File: src/pkg/lgf_pkg.sv
// Purpose: Shared constants and carrier types for the link pin forwarding block.
// Assumes: One 100 MHz clock; registers reached through an 8-bit internal register port.
// Notes: Pin output control, port select, rate and level status offsets sit beside the table.
package lgf_pkg;

   localparam int NUM_PINS = 7;
   localparam int NUM_PORTS = 2;
   localparam int NUM_SLOTS = 4;
   localparam int FWD_PINS = 4;

   // Register offsets.
   localparam logic [7:0] ADDR_PIN_LEVEL = 8'h0E;
   localparam logic [7:0] ADDR_INPUT_EN = 8'h0F;
   localparam logic [7:0] ADDR_PIN_OUT_BASE = 8'h10;
   localparam logic [7:0] ADDR_PORT_SEL = 8'h20;
   localparam logic [7:0] ADDR_BC_RATE = 8'h21;
   localparam logic [7:0] ADDR_BC_SLOT0 = 8'h6E;
   localparam logic [7:0] ADDR_BC_SLOT1 = 8'h6F;
   localparam logic [7:0] ADDR_PULLDOWN = 8'hBE;

   // Reset values.
   localparam logic [7:0] INPUT_EN_RST = 8'h7F;
   localparam logic [7:0] PULLDOWN_RST = 8'h7F;
   localparam logic [7:0] PIN_OUT_RST = 8'h00;
   localparam logic [3:0] BC_SLOT_RST = 4'h0;
   localparam logic [1:0] BC_RATE_RST = 2'h0;

   // Field positions.
   localparam int PCFG_OE_BIT = 0;
   localparam int PCFG_VAL_BIT = 1;
   localparam int PCFG_SEL_LSB = 2;
   localparam int PCFG_GRP_LSB = 5;
   localparam int SLOT_LO_LSB = 0;
   localparam int SLOT_HI_LSB = 4;

   // Output source groups and select codes.
   localparam logic [2:0] GRP_PORT0 = 3'h0;
   localparam logic [2:0] GRP_PORT1 = 3'h1;
   localparam logic [2:0] GRP_STATUS = 3'h4;
   localparam logic [2:0] SEL_PORT_LOCK = 3'h4;
   localparam logic [2:0] SEL_STAT_VALUE = 3'h0;
   localparam logic [2:0] SEL_STAT_LOCK_OR = 3'h1;
   localparam logic [2:0] SEL_STAT_LOCK_AND = 3'h2;
   localparam logic [2:0] SEL_STAT_FSYNC = 3'h4;

   // Back-channel slot source codes; 0 to 6 pick a pin.
   localparam logic [3:0] SLOT_FSYNC_INT = 4'h7;
   localparam logic [3:0] SLOT_FSYNC_EXT = 4'h8;

   // Back-channel rate codes.
   localparam logic [1:0] BC_RATE_50M = 2'h0;
   localparam logic [1:0] BC_RATE_10M = 2'h1;
   localparam logic [1:0] BC_RATE_2M5 = 2'h2;

   // Timing.
   localparam int CLK_FREQ_MHZ = 100;
   localparam int BC_FRAME_BITS = 30;
   localparam int BC_BIT_NS_50M = 20;
   localparam int BC_BIT_NS_10M = 100;
   localparam int BC_BIT_NS_2M5 = 400;
   localparam int BC_FRAME_CYC_50M = BC_FRAME_BITS * BC_BIT_NS_50M * CLK_FREQ_MHZ / 1000;
   localparam int BC_FRAME_CYC_10M = BC_FRAME_BITS * BC_BIT_NS_10M * CLK_FREQ_MHZ / 1000;
   localparam int BC_FRAME_CYC_2M5 = BC_FRAME_BITS * BC_BIT_NS_2M5 * CLK_FREQ_MHZ / 1000;
   localparam logic [2:0] FC_PERIOD_ONE = 3'h1;
   localparam logic [2:0] FC_PERIOD_TWO = 3'h2;
   localparam logic [2:0] FC_PERIOD_MANY = 3'h5;

   typedef struct packed {
      logic stb;
      logic [2:0] link_cnt;
      logic [FWD_PINS-1:0] vals;
   } lgf_fwd_frame_t;

   typedef struct packed {
      logic [2:0] grp;
      logic [2:0] sel;
      logic val;
      logic oe;
   } lgf_pin_cfg_t;

endpackage

File: src/lgf_pin_sync.sv
// Purpose: Three-stage synchronizer with agreement filter for asynchronous pin levels.
// Assumes: Inputs change slower than a few clock periods.
// Notes: The first stage feeds only the second stage.
`timescale 1ns/10ps
`default_nettype none
module lgf_pin_sync #(
   parameter int W = 8
) (
   input wire logic clk,
   input wire logic arst_n,
   input wire logic [W-1:0] async_in,
   output logic [W-1:0] level
);
   import lgf_pkg::*;

   logic [W-1:0] s1_ff;
   logic [W-1:0] s2_ff;
   logic [W-1:0] s3_ff;
   logic [W-1:0] level_ff;

   always_ff @(posedge clk or negedge arst_n)
   begin
      if (!arst_n)
      begin
         s1_ff <= '0;
         s2_ff <= '0;
         s3_ff <= '0;
      end
      else
      begin
         s1_ff <= async_in;
         s2_ff <= s1_ff;
         s3_ff <= s2_ff;
      end
   end

   // A change is accepted per bit only when two settled stages agree.
   for (genvar i = 0; i < W; i++)
   begin : g_bit
      always_ff @(posedge clk or negedge arst_n)
      begin
         if (!arst_n)
            level_ff[i] <= 1'b0;
         else if (s2_ff[i] == s3_ff[i])
            level_ff[i] <= s3_ff[i];
      end
   end

   assign level = level_ff;
endmodule
`default_nettype wire

File: src/lgf_bc_frame_timer.sv
// Purpose: Marks the start of each back-channel frame of 30 bit periods.
// Assumes: Rate code is static while in use; a change restarts the frame.
// Notes: Unknown rate codes fall back to the fastest rate.
`timescale 1ns/10ps
`default_nettype none
module lgf_bc_frame_timer (
   input wire logic clk,
   input wire logic arst_n,
   input wire logic [1:0] rate,
   output logic frame_stb
);
   import lgf_pkg::*;

   localparam logic [10:0] LAST_50M = 11'(BC_FRAME_CYC_50M - 1);
   localparam logic [10:0] LAST_10M = 11'(BC_FRAME_CYC_10M - 1);
   localparam logic [10:0] LAST_2M5 = 11'(BC_FRAME_CYC_2M5 - 1);

   logic [10:0] cnt_ff;
   logic [1:0] rate_ff;
   logic stb_ff;
   logic [10:0] last;

   always_comb
   begin
      if (rate == BC_RATE_2M5)
         last = LAST_2M5;
      else if (rate == BC_RATE_10M)
         last = LAST_10M;
      else
         last = LAST_50M;
   end

   always_ff @(posedge clk or negedge arst_n)
   begin
      if (!arst_n)
      begin
         cnt_ff <= '0;
         rate_ff <= BC_RATE_RST;
         stb_ff <= 1'b0;
      end
      else
      begin
         rate_ff <= rate;
         stb_ff <= (cnt_ff >= last) && (rate_ff == rate);
         if (cnt_ff >= last || rate_ff != rate)
            cnt_ff <= '0;
         else
            cnt_ff <= cnt_ff + 11'h001;
      end
   end

   assign frame_stb = stb_ff;
endmodule
`default_nettype wire

File: src/lgf_gpio_fwd.sv
// Purpose: Forwards pin levels across the serial camera link in both directions.
// Assumes: Forward frames and lock come from same-clock link logic; pins are asynchronous.
// Notes: Registers are reached through the internal 8-bit register port; read data lags one cycle.
// Contract
// - Any of the seven pins can be driven by forward-channel values.
// - Each pin is programmed into output mode and given a forward source.
// - At most four forward-channel pin values are accepted per receive port.
// - Any forward value from either port can reach any output pin.
// - Updates every frame, every second frame, or every fifth frame by link count.
// - Forward latency stays near 130 ns whatever the link count.
// - Output jitter grows with the number of frames between updates.
// - Internal frame sync or control signals can drive any local pin.
// - Every pin comes up as an input after reset.
// - Each receive port has up to four back-channel slots of pin values.
// - Each slot of each port may carry any of the seven pin inputs.
// - One pin may feed several slots at once.
// - A back-channel frame lasts 30 bit periods.
// - Linked inputs are sampled and sent once every back-channel frame.
// - Internal or external frame sync may be chosen for any slot.
// - Slot assignment per port sits in the registers at 0x6E and 0x6F.
// - Per-pin input and pulldown controls, both enabled at reset.
// - Input enables live at 0x0F, pulldown enables at 0xBE.
// - Status group, select 000 drives the programmed output value bit.
// - Status group, select 001 drives the OR of enabled port locks.
`timescale 1ns/10ps
`default_nettype none
module lgf_gpio_fwd #(
   parameter int N_PINS = lgf_pkg::NUM_PINS,
   parameter int N_PORTS = lgf_pkg::NUM_PORTS,
   parameter int N_SLOTS = lgf_pkg::NUM_SLOTS
) (
   input wire logic clk,
   input wire logic arst_n,
   input wire logic reg_wr_en,
   input wire logic reg_rd_en,
   input wire logic [7:0] reg_addr,
   input wire logic [7:0] reg_wdata,
   output logic [7:0] reg_rdata,
   input wire lgf_pkg::lgf_fwd_frame_t [N_PORTS-1:0] fwd_frame,
   input wire logic [N_PORTS-1:0] rx_port_en,
   input wire logic [N_PORTS-1:0] rx_lock,
   input wire logic frame_sync_int,
   input wire logic frame_sync_ext,
   input wire logic [N_PINS-1:0] pin_in,
   output logic [N_PINS-1:0] pin_out,
   output logic [N_PINS-1:0] pin_oe_n,
   output logic [N_PINS-1:0] pin_in_en,
   output logic [N_PINS-1:0] pin_pd_en,
   output logic bc_frame_stb,
   output logic [N_PORTS-1:0][N_SLOTS-1:0] bc_slot_vals
);
   import lgf_pkg::*;

   // Control registers.
   logic [7:0] input_en_ff;
   logic [7:0] pulldown_ff;
   lgf_pin_cfg_t [N_PINS-1:0] pin_cfg_ff;
   logic port_sel_ff;
   logic [1:0] bc_rate_ff;
   logic [N_PORTS-1:0][N_SLOTS-1:0][3:0] slot_src_ff;
   logic [7:0] rdata_ff;

   // Datapath state.
   logic [N_PORTS-1:0][2:0] fc_cnt_ff;
   logic [N_PORTS-1:0][FWD_PINS-1:0] fwd_vals_ff;
   logic [N_PINS-1:0] pin_out_ff;
   logic [N_PINS-1:0] pin_oe_n_ff;
   logic [N_PORTS-1:0][N_SLOTS-1:0] bc_vals_ff;
   logic bc_stb_ff;

   logic [N_PINS:0] synced;
   logic [N_PINS-1:0] pin_level;
   logic fsync_ext_level;
   logic bc_tick;
   logic lock_or;
   logic lock_and;
   logic [N_PINS-1:0] nxt_pin_out;

   // Pin output control registers occupy consecutive offsets from the base.
   function automatic logic is_pin_cfg_addr(input logic [7:0] addr);
      return (addr >= ADDR_PIN_OUT_BASE) && (addr < ADDR_PIN_OUT_BASE + 8'(N_PINS));
   endfunction

   function automatic logic [2:0] fc_period(input logic [2:0] link_cnt);
      if (link_cnt <= 3'h1)
         return FC_PERIOD_ONE;
      else if (link_cnt == 3'h2)
         return FC_PERIOD_TWO;
      else
         return FC_PERIOD_MANY;
   endfunction

   function automatic logic slot_value(input logic [3:0] src, input logic [N_PINS-1:0] lvl,
                                       input logic fs_int, input logic fs_ext);
      if (src < 4'(N_PINS))
         return lvl[src[2:0]];
      else if (src == SLOT_FSYNC_INT)
         return fs_int;
      else if (src == SLOT_FSYNC_EXT)
         return fs_ext;
      else
         return 1'b0;
   endfunction

   lgf_pin_sync #(
      .W(N_PINS + 1)
   ) u_sync (
      .clk(clk),
      .arst_n(arst_n),
      .async_in({frame_sync_ext, pin_in}),
      .level(synced)
   );

   // Disabled input paths read as low.
   assign pin_level = synced[N_PINS-1:0] & input_en_ff[N_PINS-1:0];
   assign fsync_ext_level = synced[N_PINS];

   lgf_bc_frame_timer u_bc_timer (
      .clk(clk),
      .arst_n(arst_n),
      .rate(bc_rate_ff),
      .frame_stb(bc_tick)
   );

   // Input and pulldown enables default on.
   always_ff @(posedge clk or negedge arst_n)
   begin
      if (!arst_n)
      begin
         input_en_ff <= INPUT_EN_RST;
         pulldown_ff <= PULLDOWN_RST;
      end
      else if (reg_wr_en)
      begin
         if (reg_addr == ADDR_INPUT_EN)
            input_en_ff <= reg_wdata & INPUT_EN_RST;
         else if (reg_addr == ADDR_PULLDOWN)
            pulldown_ff <= reg_wdata & PULLDOWN_RST;
      end
   end

   // Per-pin output mode and source selection.
   always_ff @(posedge clk or negedge arst_n)
   begin
      if (!arst_n)
         pin_cfg_ff <= {N_PINS{PIN_OUT_RST}};
      else if (reg_wr_en && is_pin_cfg_addr(reg_addr))
         pin_cfg_ff[3'(reg_addr - ADDR_PIN_OUT_BASE)] <= reg_wdata;
   end

   always_ff @(posedge clk or negedge arst_n)
   begin
      if (!arst_n)
      begin
         port_sel_ff <= 1'b0;
         bc_rate_ff <= BC_RATE_RST;
      end
      else if (reg_wr_en)
      begin
         if (reg_addr == ADDR_PORT_SEL)
            port_sel_ff <= reg_wdata[0];
         else if (reg_addr == ADDR_BC_RATE)
            bc_rate_ff <= reg_wdata[1:0];
      end
   end

   // Slot assignment of the selected port, two slots per register.
   always_ff @(posedge clk or negedge arst_n)
   begin
      if (!arst_n)
         slot_src_ff <= {(N_PORTS * N_SLOTS){BC_SLOT_RST}};
      else if (reg_wr_en)
      begin
         if (reg_addr == ADDR_BC_SLOT0)
         begin
            slot_src_ff[port_sel_ff][0] <= reg_wdata[SLOT_LO_LSB +: 4];
            slot_src_ff[port_sel_ff][1] <= reg_wdata[SLOT_HI_LSB +: 4];
         end
         else if (reg_addr == ADDR_BC_SLOT1)
         begin
            slot_src_ff[port_sel_ff][2] <= reg_wdata[SLOT_LO_LSB +: 4];
            slot_src_ff[port_sel_ff][3] <= reg_wdata[SLOT_HI_LSB +: 4];
         end
      end
   end

   // Read data is registered; unmapped offsets read as zero.
   always_ff @(posedge clk or negedge arst_n)
   begin
      if (!arst_n)
         rdata_ff <= 8'h00;
      else if (reg_rd_en)
      begin
         if (reg_addr == ADDR_PIN_LEVEL)
            rdata_ff <= 8'(pin_level);
         else if (reg_addr == ADDR_INPUT_EN)
            rdata_ff <= input_en_ff;
         else if (is_pin_cfg_addr(reg_addr))
            rdata_ff <= pin_cfg_ff[3'(reg_addr - ADDR_PIN_OUT_BASE)];
         else if (reg_addr == ADDR_PORT_SEL)
            rdata_ff <= {7'h00, port_sel_ff};
         else if (reg_addr == ADDR_BC_RATE)
            rdata_ff <= {6'h00, bc_rate_ff};
         else if (reg_addr == ADDR_BC_SLOT0)
            rdata_ff <= {slot_src_ff[port_sel_ff][1], slot_src_ff[port_sel_ff][0]};
         else if (reg_addr == ADDR_BC_SLOT1)
            rdata_ff <= {slot_src_ff[port_sel_ff][3], slot_src_ff[port_sel_ff][2]};
         else if (reg_addr == ADDR_PULLDOWN)
            rdata_ff <= pulldown_ff;
         else
            rdata_ff <= 8'h00;
      end
   end

   // Forward frames: each port keeps its own frame count so that spread
   // samples are taken only when the whole group has arrived.
   for (genvar p = 0; p < N_PORTS; p++)
   begin : g_fwd
      always_ff @(posedge clk or negedge arst_n)
      begin
         if (!arst_n)
         begin
            fc_cnt_ff[p] <= 3'h0;
            fwd_vals_ff[p] <= '0;
         end
         else if (fwd_frame[p].stb)
         begin
            if (fc_cnt_ff[p] >= fc_period(fwd_frame[p].link_cnt) - 3'h1)
            begin
               fc_cnt_ff[p] <= 3'h0;
               fwd_vals_ff[p] <= fwd_frame[p].vals;
            end
            else
               fc_cnt_ff[p] <= fc_cnt_ff[p] + 3'h1;
         end
      end
   end

   assign lock_or = |(rx_lock & rx_port_en);
   assign lock_and = (|rx_port_en) && ((rx_lock & rx_port_en) == rx_port_en);

   // Any port value to any pin.
   always_comb
   begin
      for (int i = 0; i < N_PINS; i++)
      begin
         nxt_pin_out[i] = 1'b0;
         if (pin_cfg_ff[i].grp == GRP_PORT0 || pin_cfg_ff[i].grp == GRP_PORT1)
         begin
            if (pin_cfg_ff[i].sel == SEL_PORT_LOCK)
               nxt_pin_out[i] = rx_lock[pin_cfg_ff[i].grp[0]];
            else if (pin_cfg_ff[i].sel < 3'(FWD_PINS))
               nxt_pin_out[i] = fwd_vals_ff[pin_cfg_ff[i].grp[0]][pin_cfg_ff[i].sel[1:0]];
         end
         else if (pin_cfg_ff[i].grp == GRP_STATUS)
         begin
            if (pin_cfg_ff[i].sel == SEL_STAT_VALUE)
               nxt_pin_out[i] = pin_cfg_ff[i].val;
            else if (pin_cfg_ff[i].sel == SEL_STAT_LOCK_OR)
               nxt_pin_out[i] = lock_or;
            else if (pin_cfg_ff[i].sel == SEL_STAT_LOCK_AND)
               nxt_pin_out[i] = lock_and;
            else if (pin_cfg_ff[i].sel == SEL_STAT_FSYNC)
               nxt_pin_out[i] = frame_sync_int;
         end
      end
   end

   // Pin drive, one register stage keeps latency flat.
   // Jitter follows the update cadence; values hold between updates.
   always_ff @(posedge clk or negedge arst_n)
   begin
      if (!arst_n)
      begin
         pin_out_ff <= '0;
         pin_oe_n_ff <= '1;
      end
      else
      begin
         pin_out_ff <= nxt_pin_out;
         for (int i = 0; i < N_PINS; i++)
            pin_oe_n_ff[i] <= ~pin_cfg_ff[i].oe;
      end
   end

   // Sample every slot once per back-channel frame.
   // Four slots per port, any pin, shared pins, frame sync.
   for (genvar p = 0; p < N_PORTS; p++)
   begin : g_bc_port
      for (genvar s = 0; s < N_SLOTS; s++)
      begin : g_bc_slot
         always_ff @(posedge clk or negedge arst_n)
         begin
            if (!arst_n)
               bc_vals_ff[p][s] <= 1'b0;
            else if (bc_tick)
               bc_vals_ff[p][s] <= slot_value(slot_src_ff[p][s], pin_level,
                                              frame_sync_int, fsync_ext_level);
         end
      end
   end

   always_ff @(posedge clk or negedge arst_n)
   begin
      if (!arst_n)
         bc_stb_ff <= 1'b0;
      else
         bc_stb_ff <= bc_tick;
   end

   assign reg_rdata = rdata_ff;
   assign pin_out = pin_out_ff;
   assign pin_oe_n = pin_oe_n_ff;
   assign pin_in_en = input_en_ff[N_PINS-1:0];
   assign pin_pd_en = pulldown_ff[N_PINS-1:0];
   assign bc_frame_stb = bc_stb_ff;
   assign bc_slot_vals = bc_vals_ff;
endmodule
`default_nettype wire

File: config.mk
export PLATFORM = sky130hd
export DESIGN_NAME = lgf_gpio_fwd
export DESIGN_NICKNAME = d
export VERILOG_FILES = /design/src/pkg/lgf_pkg.sv /design/src/lgf_pin_sync.sv /design/src/lgf_bc_frame_timer.sv /design/src/lgf_gpio_fwd.sv
export SDC_FILE = /design/constraint.sdc
export NUM_CORES = 1
export LEC_CHECK = 0
export BUFFER_PORTS_ARGS = -buffer_cell sky130_fd_sc_hd__buf_2
export CORE_MARGIN = 2
export CORE_UTILIZATION = 25
export DETAILED_ROUTE_END_ITERATION = 8
export HOLD_SLACK_MARGIN = 0.08
export PLACE_DENSITY = 0.48
export SLEW_MARGIN = 20
export SYNTH_ARGS = -nofsm -noshare
export SYNTH_HDL_FRONTEND = slang
export SYNTH_SLANG_ARGS = --single-unit
File: constraint.sdc
create_clock -name clk -period 2.2 [get_ports clk]
set_input_delay 0.11 -clock clk [delete_from_list [all_inputs] [get_ports clk]]
set_output_delay 0.11 -clock clk [all_outputs]
set_load 0.02 [all_outputs]
; After elaboration in Yosys (flattened, before gate mapping)
; Cells that the tools add are included.
[word_totals]
regBits = 196
latchBits = 0
ram_bits = 0
mem_bits_ro = 0
in_bits = 49
wordCells = 424
n_memories = 0
[classes]
add_sub_neg = 6
n_mul = 0
n_div = 0
magnitude_cmp = 48
n_eq_ne = 73
shifts = 0
mux = 178
bitwise = 11
reduce_logical = 38
[op_table]
columns = cell, n
row1 = $bwmux W32, 4
row2 = $mux W1, 109
row3 = $mux W8, 10
row4 = $demux W16 S1, 4
row5 = $mux W32, 2
row6 = $mux W4, 15
row7 = $bwmux W56, 1
row8 = $mux W16, 3
row9 = $eq A3 B1 Y1 const B, 14
row10 = $eq A3 B3 Y1 const B, 14
row11 = $logic_not A3 Y1, 14
row12 = $lt A3 B4 Y1 const B, 9
row13 = $eq A4 B3 Y1 const B, 8
row14 = $eq A4 B4 Y1 const B, 8
row15 = $lt A4 B3 Y1 const B, 8
row16 = $eq A3 B2 Y1 const B, 9
row17 = $bmux W1 S3, 8
row18 = $bmux W8 S3, 1
row19 = $demux W8 S3, 1
row20 = $mux W3, 8
row21 = $mux W11, 2
row22 = $lt A2 B3 Y1 const B, 7
row23 = $lt A3 B3 Y1 const B, 7
row24 = $eq A8 B4 Y1 const B, 2
row25 = other kinds (32), 86

; Depth between registers and ports, before layout
[logic_depth]
word_depth = 9
depth_mapped = 10
mapped_depth_nobuf = 9

; By module
; Synthesis repeated with hierarchy kept, for this count alone.
[unflattened]
hier_cells = 885
hier_area_um2 = 10548.9
[modules_own_cells]
columns = module, n_inst, cells_each, area_each_um2, seq_area_each_um2
row1 = lgf_gpio_fwd, 1, 767, 8805.9, 3779.9
row2 = lgf_pin_sync, 1, 40, 890.9, 800.8
row3 = lgf_bc_frame_timer, 1, 78, 852.1, 350.3

; Least setup slack after synthesis
; Ideal clock, no wire load.
[synth_path]
path_kind = reg2reg
startpoint = register bc_rate_ff[0]
endpoint = register u_bc_timer.cnt_ff[2]
setup_time_ns = 0.072
t_arrival_ns = 2.018
required_ns = 2.128
slack_ns = 0.110
path_stages_with_launch = 11
n_path_buf = 1
cell_sequence = dfrtp_1 -> inv_1 -> ha_1 -> inv_1 -> ha_1 -> or4_1 -> a221oi_1 -> o21a_1 -> o21ai_1 -> clkbuf_1 -> nor2_1
[synth_between]
elab_chain_len = 6
elab_cells_between_ends = 8
[synth_lines]
columns = item, line_no
row1 = start: declaration, lgf_gpio_fwd.sv:59  ; logic [1:0] bc_rate_ff;
row2 = start signal: assignment, lgf_gpio_fwd.sv:163  ; bc_rate_ff <= reg_wdata[1:0];
row3 = $eq A2 B1 Y1, lgf_bc_frame_timer.sv:27  ; else if (rate == BC_RATE_10M)
row4 = $mux W9, lgf_bc_frame_timer.sv:27
row5 = $mux W11, lgf_bc_frame_timer.sv:25  ; if (rate == BC_RATE_2M5)
row6 = $ge A11 B11 Y1, lgf_bc_frame_timer.sv:45  ; if (cnt_ff >= last || rate_ff != rate)
row7 = $logic_or A1 B1 Y1 (*), lgf_bc_frame_timer.sv:45
row8 = $mux W11 (*), lgf_bc_frame_timer.sv:45
row9 = end signal: assignment, lgf_bc_frame_timer.sv:48  ; cnt_ff <= cnt_ff + 11'h001;
row10 = end: declaration, lgf_bc_frame_timer.sv:18  ; logic [10:0] cnt_ff;
; Every way passes the cells marked *; elsewhere a longest branch is shown, timed or not.
; A chain may end at the register's enable or synchronous reset.

; Worst setup path in the final report
[layout_path]
startpoint = register bc_rate_ff[0]
endpoint = register u_bc_timer.cnt_ff[3]
; Same word-level chain as after synthesis.

==> results.md <==
- CTS tree: done
- Worst Max-Slew Pin Slew: 0.555 ns
- Crit Path Max Fanout: 11
- Synthesized area: 10300 sq um
- # diodes: 0
- Setup WS post-layout: 0.131 ns
- Placed Area: 11600 sq um
- Starting density of the core: 25.3%
- # fillers: approximately 4200
- I/O pins: 94
- Post-synth cell types: 73
- Status: finished clean
- Most frequent cells in the layout: 175 x dfrtp_1, 129 x mux2_2, 92 x buf_2
- Critical path capture point type: flop
- Worst EP required: 2.58 ns
- Clk slew on worst S/H paths: 0.08 ns
- Area growth syn-to-layout: 20.8%
- First-pass DRT Iterations: 5
- WP data arrival: 2.45 ns
- DP Wirelength: 22800 um
- Final WL: 32100 um
- Share of the clock period used by the worst path: a little over nine tenths
- Vias in the first global route: 7713
- Total congestion overflow: 0
- Die Area: around 43000 sq um
- Port Buffer Count: 93
- Root Buffer: clkbuf_16
- First-pass GRT wire length: 48700 um
- Via Count: 7808
- Final Instance Area: 12400 sq um
- FMAX: 483 MHz
- Main synth FF type: dfrtp_1
- Via/cell ratio: 5.04
- Max-cap violations: 0
- H-tree depth: 4
- Clock Path Buffers: 2
- Final hold viol count: 0
- Total leakage power: 5.34 nW
- Minimum clock period after layout: between 2 and 2.5 ns
- Post-synthesis sequential area ratio: 48.0%
- Initial antenna violation count: 0
- Core area: 40600 sq um
- Nets@finish: between 1000 and 1500
- Setup crit start kind: flop
- Power Density: 785 nW/um^2
- Crit path kind: reg -> reg
- Drt wl/cell: 20.8 um
- Row count: 74
- Syn Area/Cell: 11.7 sq um
- Synthesized netlist cell count: 876
- Clock Latency Late Sink: around 0.45 ns
- Setup-failing EPs final: 0
- Register area: a little under 5000 sq um
- Slew Viols, Final: 0
- Worst slew margin: 63.0%
- Multi-input logic area: 5030 sq um
- Share of flip-flops with an asynchronous set or reset: 100%
- Ys Warns: 0
- DIE WIDTH: 207 um
- DRC Markers: 0
- Syn_nets: 940
- Post-route antenna net violation count: 0
- Die height: 207 um
- Setup Slack @ Placement: -0.0584 ns
- Total CTS buffers: 17
- Total GRT Usage: around 15%
- Largest net degree at the start of global routing: 64
- Peak VDD IR: 0.470 mV
- Drt initial violations: 695
- Seq cells post-synth: 196
- Min Hold Slack: around 0.12 ns
- Most common cell after layout, fill and taps aside: dfrtp_1
- Clock sink count: 196
- Placer Congestion: 0.871
- Layout cells sized above 1: roughly 37%
- Hold Crit Class: in -> reg
- Fin Setup TNS: 0 ns
- Post-synth EDFFs: 0
- Clock Skews: 0.00842 ns
## state kept, by name (all words and copies together) (netlist names)
name / flops
pin_cfg_ff: 56
slot_src_ff: 32
u_bc_timer.cnt_ff: 11
bc_slot_vals: 8
fwd_vals_ff: 8
reg_rdata: 8
u_sync.level: 8
u_sync.s1_ff: 8
u_sync.s2_ff: 8
u_sync.s3_ff: 8
input_en_ff: 7
pin_oe_n: 7
pin_out: 7
pulldown_ff: 7
fc_cnt_ff: 6
bc_rate_ff: 2
u_bc_timer.rate_ff: 2
bc_frame_stb: 1
port_sel_ff: 1
u_bc_timer.frame_stb: 1
## critical path: stages, from the launching register on
cell and delay, ns:
dfrtp_1 0.38, inv_1 0.06, ha_1 0.13, inv_1 0.06, ha_1 0.19, or4_1 0.49, a221oi_2 0.19, o21a_1 0.23
o21ai_4 0.12, nor2_1 0.13
## layout make-up
class                           instances  share of cell area, %
Clock buffer                           20                   3.60
Clock inverter                         12                   1.17
Inverter                               26                  0.787
Multi-Input combinational cell        599                   40.5
Sequential cell                       196                   39.8
Tap cell                              532                   5.37
Timing Repair Buffer                  163                   8.79
## report_power, final
group | internal (mW) | leakage, nW | total (mW) | switching, mW
combinational | 0.924 | 2.57 | 1.93 | 1.00
sequential | 4.02 | 2.49 | 4.55 | 0.524
clock | 1.74 | 0.287 | 3.26 | 1.52
## final timing paths
| check | from | to | slack [ns] | cells past startpoint |
|---|---|---|---|---|
| setup / recovery | bc_rate_ff[0]$_DFFE_PN0P_ | u_bc_timer.cnt_ff[3]$_DFF_PN0_ | 0.13 | 9 |
| hold / removal | reg_wr_en | port_sel_ff$_DFFE_PN0P_ | 0.12 | 3 |
| setup reg to reg | bc_rate_ff[0]$_DFFE_PN0P_ | u_bc_timer.cnt_ff[3]$_DFF_PN0_ | 0.13 | 9 |
| hold reg to reg | u_sync.s1_ff[4]$_DFF_PN0_ | u_sync.s2_ff[4]$_DFF_PN0_ | 0.35 | 0 |
| max in group asynchronous | arst_n | pin_oe_n[0]$_DFF_PN1_ | 1.20 | 3 |
| min in group asynchronous | arst_n | u_sync.s1_ff[5]$_DFF_PN0_ | 0.20 | 2 |
## routing by layer
| layer | routed length (um) | global-route usage (%) | share of wire [%] | vias to the layer above |
|---|---|---|---|---|
| met4 | 526 | 4.11 | 1.6 | 0 |
| li1 | - | - | - | 3515 |
| met2 | 15000 | 24.7 | 47 | 214 |
| met3 | 1620 | 3.08 | 5.0 | 41 |
| met5 | 0 | 0 | 0 | - |
| met1 | 15000 | 21.0 | 47 | 4038 |
## cells by family (layout without fill, tap and decap cells)
kind of cell	after synthesis	after routing	synth area share, %
AO/OA/AOI/OAI	164	164	10.1
XOR/XNOR	11	11	0.938
adder cells (fa/ha/maj)	23	23	2.61
buffers and inverters	81	221	3.28
flip-flops	196	196	48.0
multiplexers	186	186	23.9
other	1	1	0.0365
AND/OR/NAND/NOR	214	214	11.1
## synth_stat cells, drive strengths merged (5+ instances only)
cell type,count,area (sq um)
nor3,18,111
a211o,8,70.1
xor2,6,52.6
mux2i,24,240
nand2,41,161
o22ai,12,75.1
o221ai,5,43.8
nand4b,8,70.1
inv,26,97.6
nor2,66,250
mux4,33,758
ha,15,188
mux2,129,1450
dfrtp,175,4380
buf,13,71.3
and3,5,31.3
nor4,8,50.1
nand3,27,153
xnor2,5,43.8
a21oi,50,250
maj3,8,80.1
dfstp,21,552
nor2b,6,37.5
a22oi,7,52.6
clkbuf,42,168
a311oi,8,70.1
o21ai,32,160
o211ai,6,45.0
a31oi,14,87.6
or2,5,31.3
## timing repair
action,4_1_cts,5_1_grt
hold buffers,21,0
endpoints found under the setup margin,11,12
pin swaps,0,1
gates cloned,0,0
gates resized for setup,1,3
buffers inserted,0,1
hold endpoints to repair,83,0
## metrics by stage
| stage | instances | total power, mW | utilization (%) |
|---|---|---|---|
| 6_report | 1548 | 9.74 | 30.5 |
| 5_1_grt | 1548 | 10.3 | 30.5 |
| 4_1_cts | 1547 | 9.86 | 30.4 |
| 3_5_place_dp | 1494 | 6.52 | 28.5 |
| 3_3_place_gp | 1494 | 6.49 | 28.5 |
| 2_1_floorplan | 876 | 5.70 | - |
Power figures use the tool's default switching activity.
